--- src/srtc_consts.svh ---
// Constants for the single-wire seconds clock slave.
// Assumes the including file uses the 200 MHz reference clock.
`ifndef SRTC_CONSTS_SVH
`define SRTC_CONSTS_SVH

`define SRTC_CLK_MHZ 200
`define SRTC_RST_DET_US 240
`define SRTC_PRES_WAIT_US 30
`define SRTC_PRES_LOW_US 120
`define SRTC_SLOT_DLY_US 30
`define SRTC_INT_LOW_US 100

`define SRTC_CMD_READ_ID 8'h33
`define SRTC_CMD_MATCH_ID 8'h55
`define SRTC_CMD_SEARCH_ID 8'hf0
`define SRTC_CMD_SKIP_ID 8'hcc
`define SRTC_CMD_RD_CLK 8'h66
`define SRTC_CMD_WR_CLK 8'h99

`define SRTC_CTL_IE_BIT 7
`define SRTC_CTL_IS_HI 6
`define SRTC_CTL_IS_LO 4
`define SRTC_CTL_OSC_BIT 3
`define SRTC_CTL_RST 8'h00
`define SRTC_ID_LAST 6'h3f
`define SRTC_LAST_BYTE 3'h4

`endif

--- src/srtc_pkg.sv ---
// Types for the single-wire seconds clock slave.
// Assumes nothing of its surroundings.
package srtc_pkg;

  typedef enum logic [2:0]
  {
    L_IDLE, L_SLOT, L_RSTW, L_PWAIT, L_PLOW
  } srtc_line_t;

  typedef enum logic [2:0]
  {
    S_DEAD, S_ROMCMD, S_RDID, S_MATCH, S_SEARCH, S_FNCMD, S_RDCLK, S_WRCLK
  } srtc_seq_t;

endpackage

--- src/srtc_slave.sv ---
// Single-wire seconds clock slave with its counter-write FIFO.
// Assumes an external pull-up on the data line and a tick input
// that pulses once per second from the crystal oscillator domain.
//
// What this block does
// - Interrupt pulses only while enable bit set.
// - 32-bit seconds counter increments, wraps to zero.
// - Transfers start at control byte, no addressing.
// - Read-clock snapshots counter after last command bit.
// - Read sends control then counter bytes, repeating.
// - Reset pulse abandons read transfer anytime.
// - Written control byte takes effect immediately.
// - Written counter bytes load on next reset.
// - Clock write may raise an immediate interrupt.
// - Stopped oscillator freezes counter as storage.
// - Long low line never resets control or counter.
// - Clock commands only after addressing command.
// - Read-identity sends family, serial, check byte.
// - Match-identity mismatch ignores bus until reset.
// - Search sends bit, complement, reads choice.
// - Skip-identity selects device without identity.
// - Presence pulse follows reset after short wait.
// - Falling edge starts delay, write sampled after.
// - Read zero holds line low, one releases.
// - All bytes travel least significant bit first.
// - Control bits six to four pick interval.
// - Oscillator bits mirror state, bit three wins.
`timescale 1ns/1ps
`default_nettype none
`include "srtc_consts.svh"

module srtc_fifo #(
  parameter int P_W = 8,
  parameter int P_D = 32
) (
  input  wire logic           i_ref_clk,
  input  wire logic           i_rst_n,
  input  wire logic           i_wr_valid,
  output logic                o_wr_ready,
  input  wire logic [P_W-1:0] i_wr_data,
  output logic                o_rd_valid,
  input  wire logic           i_rd_ready,
  output logic      [P_W-1:0] o_rd_data
);
  localparam int AW = $clog2(P_D);

  logic [P_W-1:0] mem [P_D];
  logic [AW:0]    wp_ff;
  logic [AW:0]    rp_ff;
  wire            full;
  wire            empty;
  wire            push;
  wire            pop;

  // Depth must be a power of two; the extra pointer bit tells full.
  assign empty = (wp_ff == rp_ff);
  assign full = (wp_ff[AW] != rp_ff[AW]) &&
                (wp_ff[AW-1:0] == rp_ff[AW-1:0]);
  assign push = i_wr_valid && !full;
  assign pop = i_rd_ready && !empty;
  assign o_wr_ready = !full;
  assign o_rd_valid = !empty;
  assign o_rd_data = mem[rp_ff[AW-1:0]];

  always_ff @(posedge i_ref_clk)
  begin
    if (push)
    begin
      mem[wp_ff[AW-1:0]] <= i_wr_data;
    end
  end

  always_ff @(posedge i_ref_clk or negedge i_rst_n)
  begin
    if (!i_rst_n)
    begin
      wp_ff <= '0;
      rp_ff <= '0;
    end
    else
    begin
      wp_ff <= wp_ff + (AW+1)'(push);
      rp_ff <= rp_ff + (AW+1)'(pop);
    end
  end
endmodule

module srtc_slave #(
  parameter logic [63:0] P_ROM_ID = 64'h3c00_0000_0000_a501,
  parameter int P_RST_DET_CYC = `SRTC_RST_DET_US * `SRTC_CLK_MHZ,
  parameter int P_PRES_WAIT_CYC = `SRTC_PRES_WAIT_US * `SRTC_CLK_MHZ,
  parameter int P_PRES_LOW_CYC = `SRTC_PRES_LOW_US * `SRTC_CLK_MHZ,
  parameter int P_SLOT_DLY_CYC = `SRTC_SLOT_DLY_US * `SRTC_CLK_MHZ,
  parameter int P_INT_LOW_CYC = `SRTC_INT_LOW_US * `SRTC_CLK_MHZ,
  parameter int P_FIFO_DEPTH = 32
) (
  input  wire logic i_ref_clk,
  input  wire logic i_rst_n,
  input  wire logic i_dq,
  output logic      o_dq_out,
  output logic      o_dq_oe,
  input  wire logic i_osc_tick,
  output logic      o_int_out,
  output logic      o_int_oe,
  output logic [7:0] o_ctrl,
  output logic [31:0] o_seconds
);
  import srtc_pkg::*;

  // The identity value above is arbitrary.
  localparam logic [17:0] RST_M1 = 18'(P_RST_DET_CYC - 1);
  localparam logic [17:0] PW_M1 = 18'(P_PRES_WAIT_CYC - 1);
  localparam logic [17:0] PL_M1 = 18'(P_PRES_LOW_CYC - 1);
  localparam logic [17:0] DLY_M1 = 18'(P_SLOT_DLY_CYC - 1);
  localparam logic [17:0] INT_LEN = 18'(P_INT_LOW_CYC);

  function automatic logic [7:0] rd_sel(input logic [2:0] idx,
                                        input logic [7:0] ctl,
                                        input logic [31:0] b);
    case (idx)
      3'h1: rd_sel = b[7:0];
      3'h2: rd_sel = b[15:8];
      3'h3: rd_sel = b[23:16];
      3'h4: rd_sel = b[31:24];
      default: rd_sel = ctl;
    endcase
  endfunction

  function automatic logic [31:0] int_mask(input logic [2:0] sel);
    case (sel)
      3'h1: int_mask = 32'h0000_0003;
      3'h2: int_mask = 32'h0000_001f;
      3'h3: int_mask = 32'h0000_003f;
      3'h4: int_mask = 32'h0000_07ff;
      3'h5: int_mask = 32'h0000_0fff;
      3'h6: int_mask = 32'h0000_ffff;
      3'h7: int_mask = 32'h0001_ffff;
      default: int_mask = 32'h0000_0000;
    endcase
  endfunction

  logic [2:0]  dq_sync_ff;
  logic [2:0]  tk_sync_ff;
  srtc_line_t  line_ff;
  srtc_line_t  nxt_line;
  logic [17:0] tmr_ff;
  logic [17:0] nxt_tmr;
  logic        dq_oe_ff;
  srtc_seq_t   seq_ff;
  srtc_seq_t   nxt_seq;
  logic [7:0]  sh_ff;
  logic [5:0]  bcnt_ff;
  logic [5:0]  nxt_bcnt;
  logic [1:0]  ph_ff;
  logic [1:0]  nxt_ph;
  logic [2:0]  idx_ff;
  logic [2:0]  nxt_idx;
  logic        ie_ff;
  logic [2:0]  isel_ff;
  logic        osc_ff;
  logic [31:0] cnt_ff;
  logic [31:0] buf_ff;
  logic        load_ff;
  logic [17:0] int_tmr_ff;
  logic        int_oe_ff;
  wire         dq_lvl;
  wire         dq_fall;
  wire         dq_rise;
  wire         tick_ev;
  wire         rst_ev;
  wire         bit_ev;
  wire         byte_done;
  wire  [7:0]  rx_byte;
  wire         id_bit;
  wire  [7:0]  ctl_rd;
  wire  [7:0]  rd_byte;
  wire         tx_bit;
  wire         slot_tx;
  wire         drive;
  wire         snap;
  wire         ctl_wr;
  wire         push;
  wire         pop;
  wire         fifo_valid;
  wire  [7:0]  fifo_data;
  wire         load_fin;
  wire         cnt_inc;
  wire  [31:0] cnt_plus;
  wire         irq_hit;
  wire  [17:0] nxt_int_tmr;

  // Line and oscillator tick pass two flops before any use.
  assign dq_lvl = dq_sync_ff[1];
  assign dq_fall = dq_sync_ff[2] && !dq_sync_ff[1];
  assign dq_rise = !dq_sync_ff[2] && dq_sync_ff[1];
  assign tick_ev = tk_sync_ff[1] && !tk_sync_ff[2];

  // Only a long low on the line resets the link, never the core.
  assign rst_ev = (line_ff == L_SLOT) && !dq_lvl && (tmr_ff >= RST_M1);
  assign bit_ev = (line_ff == L_SLOT) && (tmr_ff == DLY_M1);
  assign byte_done = (bcnt_ff[2:0] == 3'h7);
  assign rx_byte = {dq_lvl, sh_ff[7:1]};

  assign id_bit = P_ROM_ID[bcnt_ff];
  assign ctl_rd = {ie_ff, isel_ff, osc_ff, osc_ff, 2'b00};
  assign rd_byte = rd_sel(idx_ff, ctl_rd, buf_ff);
  assign tx_bit = (seq_ff == S_RDID) ? id_bit :
                  (seq_ff == S_SEARCH) ? (id_bit ^ ph_ff[0]) :
                  rd_byte[bcnt_ff[2:0]];
  assign slot_tx = (seq_ff == S_RDID) || (seq_ff == S_RDCLK) ||
                   ((seq_ff == S_SEARCH) && (ph_ff != 2'h2));
  assign drive = (line_ff == L_PLOW) ||
                 ((line_ff == L_SLOT) && slot_tx && !tx_bit &&
                  (tmr_ff <= DLY_M1));
  assign o_dq_oe = dq_oe_ff;
  assign o_dq_out = 1'b0;

  assign snap = bit_ev && (seq_ff == S_FNCMD) && byte_done &&
                (rx_byte == `SRTC_CMD_RD_CLK);
  assign ctl_wr = bit_ev && (seq_ff == S_WRCLK) && byte_done &&
                  (idx_ff == 3'h0);
  assign push = bit_ev && (seq_ff == S_WRCLK) && byte_done &&
                (idx_ff != 3'h0);
  assign pop = load_ff && fifo_valid;
  assign load_fin = load_ff && !fifo_valid;
  assign cnt_inc = tick_ev && osc_ff;
  assign cnt_plus = cnt_ff + 32'h1;

  assign irq_hit = ie_ff &&
                   ((cnt_inc && !load_fin &&
                     ((cnt_plus & int_mask(isel_ff)) == 32'h0)) ||
                    (load_fin &&
                     ((buf_ff & int_mask(isel_ff)) == 32'h0)));
  assign nxt_int_tmr = irq_hit ? INT_LEN :
                       (int_tmr_ff != 18'h0) ? int_tmr_ff - 18'h1 :
                       18'h0;
  assign o_int_oe = int_oe_ff;
  assign o_int_out = 1'b0;
  assign o_ctrl = ctl_rd;
  assign o_seconds = cnt_ff;

  srtc_fifo #(
    .P_W (8),
    .P_D (P_FIFO_DEPTH)
  ) u_fifo (
    .i_ref_clk  (i_ref_clk),
    .i_rst_n    (i_rst_n),
    .i_wr_valid (push),
    .o_wr_ready (),
    .i_wr_data  (rx_byte),
    .o_rd_valid (fifo_valid),
    .i_rd_ready (load_ff),
    .o_rd_data  (fifo_data)
  );

  always_comb
  begin
    nxt_line = line_ff;
    nxt_tmr = (tmr_ff == 18'h3ffff) ? tmr_ff : tmr_ff + 18'h1;
    case (line_ff)
      L_IDLE:
      begin
        if (dq_fall)
        begin
          nxt_line = L_SLOT;
          nxt_tmr = 18'h0;
        end
      end
      L_SLOT:
      begin
        if (rst_ev)
        begin
          nxt_line = L_RSTW;
        end
        else if (dq_lvl && (tmr_ff > DLY_M1))
        begin
          nxt_line = L_IDLE;
        end
      end
      L_RSTW:
      begin
        if (dq_rise)
        begin
          nxt_line = L_PWAIT;
          nxt_tmr = 18'h0;
        end
      end
      L_PWAIT:
      begin
        if (tmr_ff == PW_M1)
        begin
          nxt_line = L_PLOW;
          nxt_tmr = 18'h0;
        end
      end
      L_PLOW:
      begin
        if (tmr_ff == PL_M1)
        begin
          nxt_line = L_IDLE;
        end
      end
      default: nxt_line = L_IDLE;
    endcase
  end

  always_comb
  begin
    nxt_seq = seq_ff;
    nxt_bcnt = bcnt_ff;
    nxt_ph = ph_ff;
    nxt_idx = idx_ff;
    if (rst_ev)
    begin
      nxt_seq = S_ROMCMD;
      nxt_bcnt = 6'h0;
      nxt_ph = 2'h0;
      nxt_idx = 3'h0;
    end
    else if (bit_ev)
    begin
      nxt_bcnt = bcnt_ff + 6'h1;
      case (seq_ff)
        S_ROMCMD:
        begin
          if (byte_done)
          begin
            nxt_bcnt = 6'h0;
            case (rx_byte)
              `SRTC_CMD_READ_ID: nxt_seq = S_RDID;
              `SRTC_CMD_MATCH_ID: nxt_seq = S_MATCH;
              `SRTC_CMD_SEARCH_ID: nxt_seq = S_SEARCH;
              `SRTC_CMD_SKIP_ID: nxt_seq = S_FNCMD;
              default: nxt_seq = S_DEAD;
            endcase
          end
        end
        S_FNCMD:
        begin
          if (byte_done)
          begin
            nxt_bcnt = 6'h0;
            case (rx_byte)
              `SRTC_CMD_RD_CLK: nxt_seq = S_RDCLK;
              `SRTC_CMD_WR_CLK: nxt_seq = S_WRCLK;
              default: nxt_seq = S_DEAD;
            endcase
          end
        end
        S_RDID:
        begin
          if (bcnt_ff == `SRTC_ID_LAST)
          begin
            nxt_seq = S_FNCMD;
          end
        end
        S_MATCH:
        begin
          if (dq_lvl != id_bit)
          begin
            nxt_seq = S_DEAD;
          end
          else if (bcnt_ff == `SRTC_ID_LAST)
          begin
            nxt_seq = S_FNCMD;
          end
        end
        S_SEARCH:
        begin
          if (ph_ff != 2'h2)
          begin
            nxt_ph = ph_ff + 2'h1;
            nxt_bcnt = bcnt_ff;
          end
          else
          begin
            nxt_ph = 2'h0;
            if (dq_lvl != id_bit)
            begin
              nxt_seq = S_DEAD;
            end
            else if (bcnt_ff == `SRTC_ID_LAST)
            begin
              nxt_seq = S_FNCMD;
            end
          end
        end
        S_RDCLK:
        begin
          if (byte_done)
          begin
            nxt_idx = (idx_ff == `SRTC_LAST_BYTE) ? 3'h0 :
                      idx_ff + 3'h1;
          end
        end
        S_WRCLK:
        begin
          if (byte_done)
          begin
            nxt_idx = 3'h1;
          end
        end
        default: nxt_bcnt = bcnt_ff;
      endcase
    end
  end

  always_ff @(posedge i_ref_clk or negedge i_rst_n)
  begin
    if (!i_rst_n)
    begin
      dq_sync_ff <= 3'h7;
      tk_sync_ff <= 3'h0;
      line_ff <= L_IDLE;
      tmr_ff <= 18'h0;
      dq_oe_ff <= 1'b0;
      int_tmr_ff <= 18'h0;
      int_oe_ff <= 1'b0;
    end
    else
    begin
      dq_sync_ff <= {dq_sync_ff[1:0], i_dq};
      tk_sync_ff <= {tk_sync_ff[1:0], i_osc_tick};
      line_ff <= nxt_line;
      tmr_ff <= nxt_tmr;
      dq_oe_ff <= drive;
      int_tmr_ff <= nxt_int_tmr;
      int_oe_ff <= (nxt_int_tmr != 18'h0);
    end
  end

  always_ff @(posedge i_ref_clk or negedge i_rst_n)
  begin
    if (!i_rst_n)
    begin
      seq_ff <= S_DEAD;
      sh_ff <= 8'h00;
      bcnt_ff <= 6'h0;
      ph_ff <= 2'h0;
      idx_ff <= 3'h0;
    end
    else
    begin
      seq_ff <= nxt_seq;
      sh_ff <= bit_ev ? rx_byte : sh_ff;
      bcnt_ff <= nxt_bcnt;
      ph_ff <= nxt_ph;
      idx_ff <= nxt_idx;
    end
  end

  always_ff @(posedge i_ref_clk or negedge i_rst_n)
  begin
    if (!i_rst_n)
    begin
      ie_ff <= 1'(`SRTC_CTL_RST >> `SRTC_CTL_IE_BIT);
      isel_ff <= 3'h0;
      osc_ff <= 1'b0;
    end
    else if (ctl_wr)
    begin
      ie_ff <= rx_byte[`SRTC_CTL_IE_BIT];
      isel_ff <= rx_byte[`SRTC_CTL_IS_HI:`SRTC_CTL_IS_LO];
      osc_ff <= rx_byte[`SRTC_CTL_OSC_BIT];
    end
  end

  // The buffer serves both the read snapshot and the write assembly.
  always_ff @(posedge i_ref_clk or negedge i_rst_n)
  begin
    if (!i_rst_n)
    begin
      cnt_ff <= 32'h0;
      buf_ff <= 32'h0;
      load_ff <= 1'b0;
    end
    else
    begin
      if (load_fin)
      begin
        cnt_ff <= buf_ff;
      end
      else if (cnt_inc)
      begin
        cnt_ff <= cnt_plus;
      end
      if (snap)
      begin
        buf_ff <= cnt_ff;
      end
      else if (pop)
      begin
        buf_ff <= {fifo_data, buf_ff[31:8]};
      end
      if (rst_ev && (seq_ff == S_WRCLK) && fifo_valid)
      begin
        load_ff <= 1'b1;
      end
      else if (load_fin)
      begin
        load_ff <= 1'b0;
      end
    end
  end
endmodule

`default_nettype wire

--- config.mk ---
export PLATFORM = sky130hd
export DESIGN_NAME = srtc_slave
export DESIGN_NICKNAME = d
export VERILOG_FILES = /design/src/srtc_pkg.sv /design/src/srtc_slave.sv
export VERILOG_INCLUDE_DIRS = /design/src
export SDC_FILE = /design/constraint.sdc
export NUM_CORES = 1
export LEC_CHECK = 0
export BUFFER_PORTS_ARGS = -buffer_cell sky130_fd_sc_hd__buf_2
export CAP_MARGIN = 20
export CORE_AREA = 2 2 174 176
export DETAILED_ROUTE_END_ITERATION = 10
export DIE_AREA = 0 0 176 178
export PLACE_DENSITY = 0.84
export RECOVER_POWER = 50
export SLEW_MARGIN = 0
export SYNTH_ARGS = -nofsm -noshare
export SYNTH_HDL_FRONTEND = slang
export SYNTH_HIERARCHICAL = 1
export SYNTH_SLANG_ARGS = --single-unit
--- constraint.sdc ---
create_clock -name i_ref_clk -period 7.35 [get_ports i_ref_clk]
set_input_delay 0.735 -clock i_ref_clk [delete_from_list [all_inputs] [get_ports i_ref_clk]]
set_output_delay 0.735 -clock i_ref_clk [all_outputs]
set_load 0.05 [all_outputs]
==> summary.md <==
| Metric | Value |
|---|---|
| Setup violators final | `0` |
| DR vias/cell | `6.73` |
| Status | `finished with violations` |
| # port buffers | `43` |
| H-tree depth | `2` |
| Initial antenna violation count | `1` |
| Mean routed wirelength per cell | `23.9 um` |
| Syn-to-layout area delta | `9.30%` |
| Worst-path cell chain | `or4_1 > nand2b_4 > nor3_4 > nand2_2 > a211oi_1 > buf_2 > nor4bb_1 > nand2_1 > a31oi_1` |
| Worst Hold Class | `primary input to async pin` |
| DRC viols | `0` |
| Row cnt | `63` |
| Pwr Density | `225 nW/um^2` |
| Grt total ovfl | `0` |
| Synth Instances | `1424` |
| Largest net degree at the start of global routing | `87` |
| Commonest non-fill, non-tap cells in the layout | `edfxtp_1 (256), nand2_1 (183), dfrtp_1 (145), o21ai_0 (91), nor2_1 (84)` |
| TritonCTS clock tree | `yes` |
| Levels on crit path | `9` |
| Setup WS post-layout | `2510 ps` |
| Post-CTS setup buffer count | `0` |
| Placed Area | `19200 um^2` |
| Final WL | `44.5 mm` |
| CTS root buf | `clkbuf_16` |
| GRT Total Usage | `0.291` |
| CP max FO | `9` |
| Initial Util | `0.640` |
| RSZ-0062 raised after global routing | `false` |
| Data arrival, critical path | `5010 ps` |
| Syn_area_per_cell | `13.2 um^2` |
| Layout cells sized above 1 | `0.149` |
| Final Slew Violations | `383` |
| Max-cap violation count | `9` |
| Worst R2R Start | `tmr_ff[15]` |
| ANT cells | `0` |
| Die extent in x | `176 um` |
| Post-cts sizing count | `0` |
| Clk sinks | `406` |
| Critical path's slowest cell | `nor4bb_1` |
| Yosys warns | `6` |
| Number of global-route vias before repair | `12100` |
| Final period utilization | `0.659` |
| Failing checks | `max-capacitance violations, max-slew violations` |
| DR pass1 iterations | `5` |
| Final Skew | `20.9 ps` |
| Lkg Pwr | `6.95 nW` |
| Total clock buffers created by CTS | `42` |
| Post-route setup TNS | `0 ps` |
| CP top delay family | `simple AND/OR/NAND/NOR gates` |
| Vias post-DR | `12500` |
| Critical Path Start Type | `flip-flop` |
| Die Y | `178 um` |
| Crit end category | `flip-flop` |
| First-pass GRT wire length | `69.8 mm` |
| Post-Syn Area | `18800 um^2` |
| CTS hold repair buffers | `0` |
| GPL Wtd Cong | `0.903` |
| Post-layout power | `0.00463 W` |
| Post-route ant nets | `0` |
| Worst skew pair latency | `550 ps` |
| Worst vdd ir | `208 uV` |
| Shortest period the worst path allows | `4840 ps` |
| Max frequency | `207 MHz` |
| Ports | `48` |
| Critical Path RT | `7510 ps` |
| CP Buf/Inv Count | `1` |
| CP Class | `flip-flop to flip-flop` |
| Reg2Reg Setup Slack | `2510 ps` |
| Slew at the pin closest to its max-slew limit | `3480 ps` |
| Worst reg2reg path depth | `9` |
| RR Endpoint | `u_fifo/mem[6][2]` |
| CTS max path bufs | `3` |
| Detail Placement HPWL | `27.4 mm` |
| Most common cell after layout, fill and taps aside | `edfxtp_1` |
| Final hold vios | `0` |
| Slew HR | `-1.32` |
| Pre-CTS WS | `2470 ps` |
| Design Area, Final | `20600 um^2` |
| Crit-path max cell delay | `780 ps` |
| Clock slew at reported path FFs | `60 ps` |
| Die area | `31300 um^2` |
| Core area | `29400 um^2` |
| Post-layout net count | `1460` |
| DRT iter0 DRCs | `1500` |
metal layers:
layer	track usage	part of all wire
met5	0	0
met4	0.109	0.041
met3	0.0439	0.076
met2	0.493	0.50
met1	0.388	0.38
report_power, final:
part           leakage [nW]  internal [W]  switching [W]  total [W]
logic                  2.42     0.0000284      0.0000662  0.0000946
clock network         0.635       0.00122       0.000868    0.00209
registers              3.90       0.00243      0.0000263    0.00245
total                  6.95       0.00367       0.000961    0.00463
state kept, by name, indices dropped and copies added, names as in the netlist, 7 cells and up:
register    flops
buf_ff         32
int_tmr_ff     18
o_seconds      32
sh_ff           7
tmr_ff         18
u_fifo/mem    256
metrics by stage:
step           std cells  hold WS [ps]  utilization
6_report            1858           254        0.699
5_1_grt             1858           285        0.699
4_1_cts             1853           280        0.699
3_5_place_dp        1779           354        0.653
3_3_place_gp        1779           347        0.653
2_1_floorplan       1427           331            -
cell type report:
| type | instances | area, um^2 |
|---|---|---|
| clock buffer | 56 | 1120 |
| clock inverter | 18 | 213 |
| fill | 1841 | 8840 |
| inverter | 21 | 78.8 |
| multi-input combinational | 905 | 6870 |
| sequential | 406 | 11400 |
| tap | 390 | 488 |
| timing repair buffer | 62 | 340 |
how the worst max path moves through the flow:
stage / to / from
floorplan: u_fifo/mem[17][0] / tmr_ff[15]
global placement: u_fifo/mem[17][0] / tmr_ff[15]
CTS: u_fifo/mem[17][0] / tmr_ff[15]
finish: u_fifo/mem[6][2] / tmr_ff[15]
global route: u_fifo/mem[6][2] / tmr_ff[0]
detailed placement: u_fifo/mem[17][0] / tmr_ff[15]
No activity file was read; power rests on OpenSTA's default activity.
